## src/logic/led_drv_pkg.sv

```systemverilog
// Constants shared by the serial LED sink driver logic
package led_drv_pkg;
  // ----------------------------------------------------------------
  // Geometry
  // ----------------------------------------------------------------
  localparam int CHANNELS        = 16;
  localparam int PIN_COUNT       = 4;
  // Bit positions of the pin inputs inside the synchroniser vector
  localparam int PIN_ENABLE_N    = 0;
  localparam int PIN_STROBE      = 1;
  localparam int PIN_SHIFT_CLK   = 2;
  localparam int PIN_SER_DATA    = 3;
  // ----------------------------------------------------------------
  // Reset values
  // ----------------------------------------------------------------
  // Enable idles high (pull-up), strobe idles low (pull-down)
  localparam logic [3:0]  PIN_RST   = 4'h1;
  localparam logic [15:0] SHIFT_RST = 16'h0000;
  localparam logic [15:0] LATCH_RST = 16'h0000;
  localparam logic [15:0] STAGE_RST = 16'h0000;
  // ----------------------------------------------------------------
  // Timing
  // ----------------------------------------------------------------
  localparam int CLK_PERIOD_NS   = 40;
  localparam int STAGGER_STEP_NS = 5;
  // Whole cycles of stagger for the highest channel, rounded up
  localparam int STAGGER_MAX_CYC =
    ((CHANNELS - 1) * STAGGER_STEP_NS + CLK_PERIOD_NS - 1) / CLK_PERIOD_NS;

  // Stagger of one channel in clock cycles, rounded up
  function automatic int stagger_cyc(input int idx);
    return (idx * STAGGER_STEP_NS + CLK_PERIOD_NS - 1) / CLK_PERIOD_NS;
  endfunction
endpackage

```

## src/logic/led_shift_latch_driver.sv

```systemverilog
// Serial shift register, level latch, enable gate and staggered sinks
`timescale 1ns/10ps
module led_shift_latch_driver
  import led_drv_pkg::*;
#(
  parameter int WIDTH = CHANNELS
) (
  // Clock and reset
  input  wire logic             core_clk_in,
  input  wire logic             rst_n_in,
  // Serial control pins from the host
  input  wire logic             ser_data_in,
  input  wire logic             shift_clk_in,
  input  wire logic             load_strobe_in,
  input  wire logic             out_enable_n_in,
  // Cascade and channel outputs
  output logic                  cascade_out,
  output logic [WIDTH-1:0]      channel_sink_out
);

  // ----------------------------------------------------------------
  // Pin synchronisers
  // ----------------------------------------------------------------
  logic [PIN_COUNT-1:0] pin_raw;
  logic [PIN_COUNT-1:0] sync1_ff;
  logic [PIN_COUNT-1:0] sync2_ff;
  logic [PIN_COUNT-1:0] sync3_ff;
  logic [PIN_COUNT-1:0] flt_ff;
  logic [PIN_COUNT-1:0] nxt_flt;

  assign pin_raw[PIN_ENABLE_N]  = out_enable_n_in;
  assign pin_raw[PIN_STROBE]    = load_strobe_in;
  assign pin_raw[PIN_SHIFT_CLK] = shift_clk_in;
  assign pin_raw[PIN_SER_DATA]  = ser_data_in;

  // A pin level counts only once stages two and three agree
  always_comb begin
    for (int i = 0; i < PIN_COUNT; i++) begin
      nxt_flt[i] = (sync2_ff[i] == sync3_ff[i]) ? sync3_ff[i] : flt_ff[i];
    end
  end

  always_ff @(posedge core_clk_in) begin
    if (!rst_n_in) begin
      sync1_ff <= PIN_RST;
      sync2_ff <= PIN_RST;
      sync3_ff <= PIN_RST;
      flt_ff   <= PIN_RST;
    end else begin
      sync1_ff <= pin_raw;
      sync2_ff <= sync1_ff;
      sync3_ff <= sync2_ff;
      flt_ff   <= nxt_flt;
    end
  end

  // Filtered pin levels
  logic en_n_flt;
  logic strobe_flt;
  logic data_flt;
  logic clk_flt;
  logic clk_rise;

  assign en_n_flt   = flt_ff[PIN_ENABLE_N];
  assign strobe_flt = flt_ff[PIN_STROBE];
  assign data_flt   = flt_ff[PIN_SER_DATA];
  assign clk_flt    = flt_ff[PIN_SHIFT_CLK];
  // Edge taken on the filtered level, so glitches never shift twice
  assign clk_rise   = nxt_flt[PIN_SHIFT_CLK] & ~clk_flt;

  // ----------------------------------------------------------------
  // Shift register and cascade
  // ----------------------------------------------------------------
  logic [WIDTH-1:0] shift_ff;
  logic [WIDTH-1:0] nxt_shift;
  logic             cascade_ff;
  logic             nxt_cascade;
  logic             data_at_edge;

  // Data filtered in step with the clock, so edge and bit stay aligned
  assign data_at_edge = nxt_flt[PIN_SER_DATA];

  always_comb begin
    nxt_shift   = shift_ff;
    nxt_cascade = cascade_ff;
    if (clk_rise) begin
      nxt_shift   = {shift_ff[WIDTH-2:0], data_at_edge};
      nxt_cascade = shift_ff[WIDTH-2];
    end
  end

  always_ff @(posedge core_clk_in) begin
    if (!rst_n_in) begin
      shift_ff   <= SHIFT_RST;
      cascade_ff <= 1'b0;
    end else begin
      shift_ff   <= nxt_shift;
      cascade_ff <= nxt_cascade;
    end
  end

  // Cascade always equals the last shift stage
  assign cascade_out = cascade_ff;

  // ----------------------------------------------------------------
  // Level latch
  // ----------------------------------------------------------------
  logic [WIDTH-1:0] latch_ff;
  logic [WIDTH-1:0] nxt_latch;

  // Level sensitive: follows every shift while strobe stays high
  always_comb begin
    nxt_latch = strobe_flt ? shift_ff : latch_ff;
  end

  always_ff @(posedge core_clk_in) begin
    if (!rst_n_in) begin
      latch_ff <= LATCH_RST;
    end else begin
      latch_ff <= nxt_latch;
    end
  end

  // ----------------------------------------------------------------
  // Enable gate and staggered sink delay line
  // ----------------------------------------------------------------
  logic [WIDTH-1:0] gated;
  logic [WIDTH-1:0] stage_ff  [0:STAGGER_MAX_CYC];
  logic [WIDTH-1:0] nxt_stage [0:STAGGER_MAX_CYC];

  // Bit one drives the sink on; enable high blanks every channel
  assign gated = en_n_flt ? '0 : latch_ff;

  // The gated pattern is delayed, not the enable, so each channel
  // keeps the whole pulse width and merely starts later
  always_comb begin
    nxt_stage[0] = gated;
    for (int k = 1; k <= STAGGER_MAX_CYC; k++) begin
      nxt_stage[k] = stage_ff[k-1];
    end
  end

  always_ff @(posedge core_clk_in) begin
    if (!rst_n_in) begin
      for (int k = 0; k <= STAGGER_MAX_CYC; k++) begin
        stage_ff[k] <= STAGE_RST;
      end
    end else begin
      for (int k = 0; k <= STAGGER_MAX_CYC; k++) begin
        stage_ff[k] <= nxt_stage[k];
      end
    end
  end

  // Each channel taps the stage matching its own stagger
  for (genvar i = 0; i < WIDTH; i++) begin : g_tap
    localparam int TAP = stagger_cyc(i);
    assign channel_sink_out[i] = stage_ff[TAP][i];
  end
endmodule

```

## config.mk

```make
export PLATFORM = sky130hd
export DESIGN_NAME = led_shift_latch_driver
export DESIGN_NICKNAME = d
export VERILOG_FILES = /design/src/logic/led_drv_pkg.sv /design/src/logic/led_shift_latch_driver.sv
export SDC_FILE = /design/constraint.sdc
export NUM_CORES = 1
export LEC_CHECK = 0
export BUFFER_PORTS_ARGS = -buffer_cell sky130_fd_sc_hd__clkbuf_2
export CORE_MARGIN = 3
export CORE_UTILIZATION = 30
export CTS_BUF_LIST = sky130_fd_sc_hd__clkbuf_4 sky130_fd_sc_hd__clkbuf_8
export DETAILED_ROUTE_END_ITERATION = 8
export PLACE_DENSITY = 0.51
export SKIP_LAST_GASP = 1
export SYNTH_ARGS = -nofsm -noshare
export SYNTH_HDL_FRONTEND = slang
export SYNTH_SLANG_ARGS = --single-unit
```

## constraint.sdc

```tcl
create_clock -name core_clk_in -period 1.2 [get_ports core_clk_in]
set_input_delay 0.12 -clock core_clk_in [delete_from_list [all_inputs] [get_ports core_clk_in]]
set_output_delay 0.12 -clock core_clk_in [all_outputs]
set_load 0.03 [all_outputs]
```

==> summary.txt <==
STA
  – Endpoints failing setup: 0
  – Slew Viols, Final: 0
  – Hold Fails Final Rpt: 0
  – Period utilization: 0.889
  – Setup tns final: 0 ns
  – Slew @ Worst Pin: 0.261 ns
  – Unrepaired setup endpoints after global routing: false
  – Worst Skew: around 0.0083 ns
  – FMAX: 937 MHz
  – Post-route minimum period: ~1.1 ns
  – Relative slew slack: 0.826

CTS
  – TritonCTS clock tree: built
  – Clk slew on worst S/H paths: 0.09 ns
  – H-tree depth: 3
  – Root buf cell: clkbuf_8
  – Sink Count: 86
  – CTS Buf Count: 9
  – Clock Path Buffers: 2
  – Clock latency on the worst-skew pair: about 0.35 ns

Synthesis
  – FF+latch count, synth: 86
  – Ys async rst share: 0
  – Top cells by count, synth: dfxtp_1 (86), and2_1 (48), nand2_1 (32)
  – Library cells used by synthesis: 22
  – Synth top area share: 0.613
  – Gate Count Post-Synth: around 250
  – Cell Area, Synth: around 2800 µm²
  – Syn avg cell area: around 11 µm²
  – YS warnings: 0
  – Synth top area cells: dfxtp_1 (61%), and2_1 (11%), mux2i_1 (5.7%)
  – Largest area contributor in the netlist: dfxtp_1
  – Synthesized net count: between 200 and 300
  – Count leader, synth: dfxtp_1
  – Seq/Total Area, Yosys: 0.613
  – Count of flip-flops with a built-in enable after synthesis: 0
  – Top FF cell, synth: dfxtp_1

Worst setup path
  – Crit path cell chain: clkbuf_2
  – Worst-path fanout max: 3
  – Worst setup path class: reg2out
  – CP delay by family, top: flip-flops
  – CP bufs+invs: 1
  – WP depth: 1
  – Worst EP required: 1.08 ns
  – Reg2Reg Depth: 4
  – Slowest CP cell: dfxtp_1
  – Endpoint class of the critical path: output pin
  – Largest stage delay, worst path: about 0.38 ns
  – Arr. time, crit path: between 0.9 and 1 ns
  – CP Launch Type: flip-flop

Routing
  – TritonRoute pass-1 iters: 4
  – Vias/cell: 4.01
  – Drt drc: 0
  – Post-route ant nets: 0
  – Routed vias: about 1500
  – Final wirelength: about 3900 µm
  – WL/cell: approximately 10 µm
  – Initial DRC Count: 45

Finish
  – Nets: 277
  – Fraction of layout cells with a size suffix above 1: 0.192
  – Layout area overhead: 13.6%
  – Filler cells: ~890
  – Layout Cells excl Fill: between 300 and 400
  – N_diodes: 0

Floorplan
  – Initial Util: 0.316
  – Die W: slightly above 100 µm
  – Io pins: 23
  – Rows: 34
  – Core ar.: roughly 8900 µm²
  – Die Y: a little over 100 µm
  – Die area: ~11000 µm²

Placement
  – Detailed-placement wirelength estimate: 2270 µm
  – IO buf count: 22
  – Placed insts: about 360
  – GPL Wtd Cong: a little under 0.7

Global route
  – Remaining global-route overflow: 0
  – Vias in the first global route: around 1400
  – Largest net degree at the start of global routing: 63
  – Total track usage: 0.0826
  – Initial antenna violation count: 0
  – First-pass GRT wire length: ~6600 µm

Flow run
  – Max-Cap Viols: 0

Power and ir drop
  – Pwr Density: about 1500 nW/µm²
  – Leakage: about 0.0012 µW
  – Peak VDD IR: around 0.0006 V

Hold path
  – Worst min-delay path class: in2reg
  – Worst hold stages: 2

Outcome
  – Outcome: finished clean
worst paths after layout:
check / startpoint / end / slack [ns]
setup / recovery: shift_ff[15] / cascade_out / 0.13
hold / removal: rst_n_in / sync1_ff[0] / 0.06
setup reg to reg: sync2_ff[2] / shift_ff[15] / 0.16
hold reg to reg: sync1_ff[0] / sync2_ff[0] / 0.43
through the flow:
step,setup slack (ns),total power (µW),util,hold WS (ns),cell area (µm²)
after floorplan,0.198,2990,-,0.221,2810
after global placement,0.130,3020,0.333,0.307,2960
after detailed placement,0.109,3020,0.333,0.309,2960
after CTS,0.0766,4880,0.357,0.0462,3180
after global routing,0.0252,5000,0.358,0.0664,3190
final,0.133,4800,0.358,0.0552,3190
kinds of logic after synthesis:
| kind of cell | synth area share |
|---|---|
| simple gates | 0.206 |
| flops | 0.613 |
| compound gates | 0.0664 |
| buf+inv | 0.0530 |
| mux | 0.0571 |
| fa+ha+maj | 0.00357 |
registers in the layout, summed over array words and instances, names as in the netlist:
register  count
latch_ff     16
sync1_ff      4
shift_ff     16
sync3_ff      4
flt_ff        4
sync2_ff      4
stage_ff     38
layout make-up:
type                            count  area [µm²]  area share
Sequential cell                    86        1720       0.540
Multi-Input combinational cell    144         945       0.296
Timing Repair Buffer               30         205      0.0644
Tap cell                          108         135      0.0424
Clock buffer                        9         124      0.0389
Clock inverter                      7        56.3      0.0177
report_power, final:
part	internal, µW	total [µW]	leakage, µW	switching (µW)
Clock	775	1840	0.0000842	1060
Combinational	47.6	84.7	0.000431	37.2
Sequential	2870	2880	0.000695	8.03
Total	3690	4800	0.00121	1110
cells in the final DEF, fill, tap and decap left out, drive strengths merged:
master,n
o21ai,4
nor2b,16
nand3b,1
nand2b,3
maj3,1
nor2,3
buf,4
dlygate4sd3,4
inv,3
and3b,1
a21oi,1
clkinv,1
and2,48
and2b,1
clkinvlp,3
a21boi,17
nand2,32
dfxtp,86
mux2i,16
clkbuf,31
routing by layer:
metal | global-route usage | vias up | part of all wire
met3 | 0.0392 | 9 | 0.049
met1 | 0.100 | 675 | 0.53
li1 | - | 830 | -
met2 | 0.119 | 27 | 0.40
met4 | 0.0484 | 0 | 0.022
met5 | 0 | - | 0
timing repair:
action / CTS / global route
hold buffers: 4 / 0
setup endpoints to repair: 0 / 1
setup buffers: 0 / 0
gates resized for setup: 0 / 1
hold endpoints to repair: 4 / 0
Note: power is estimated with default switching activity, not from simulation.
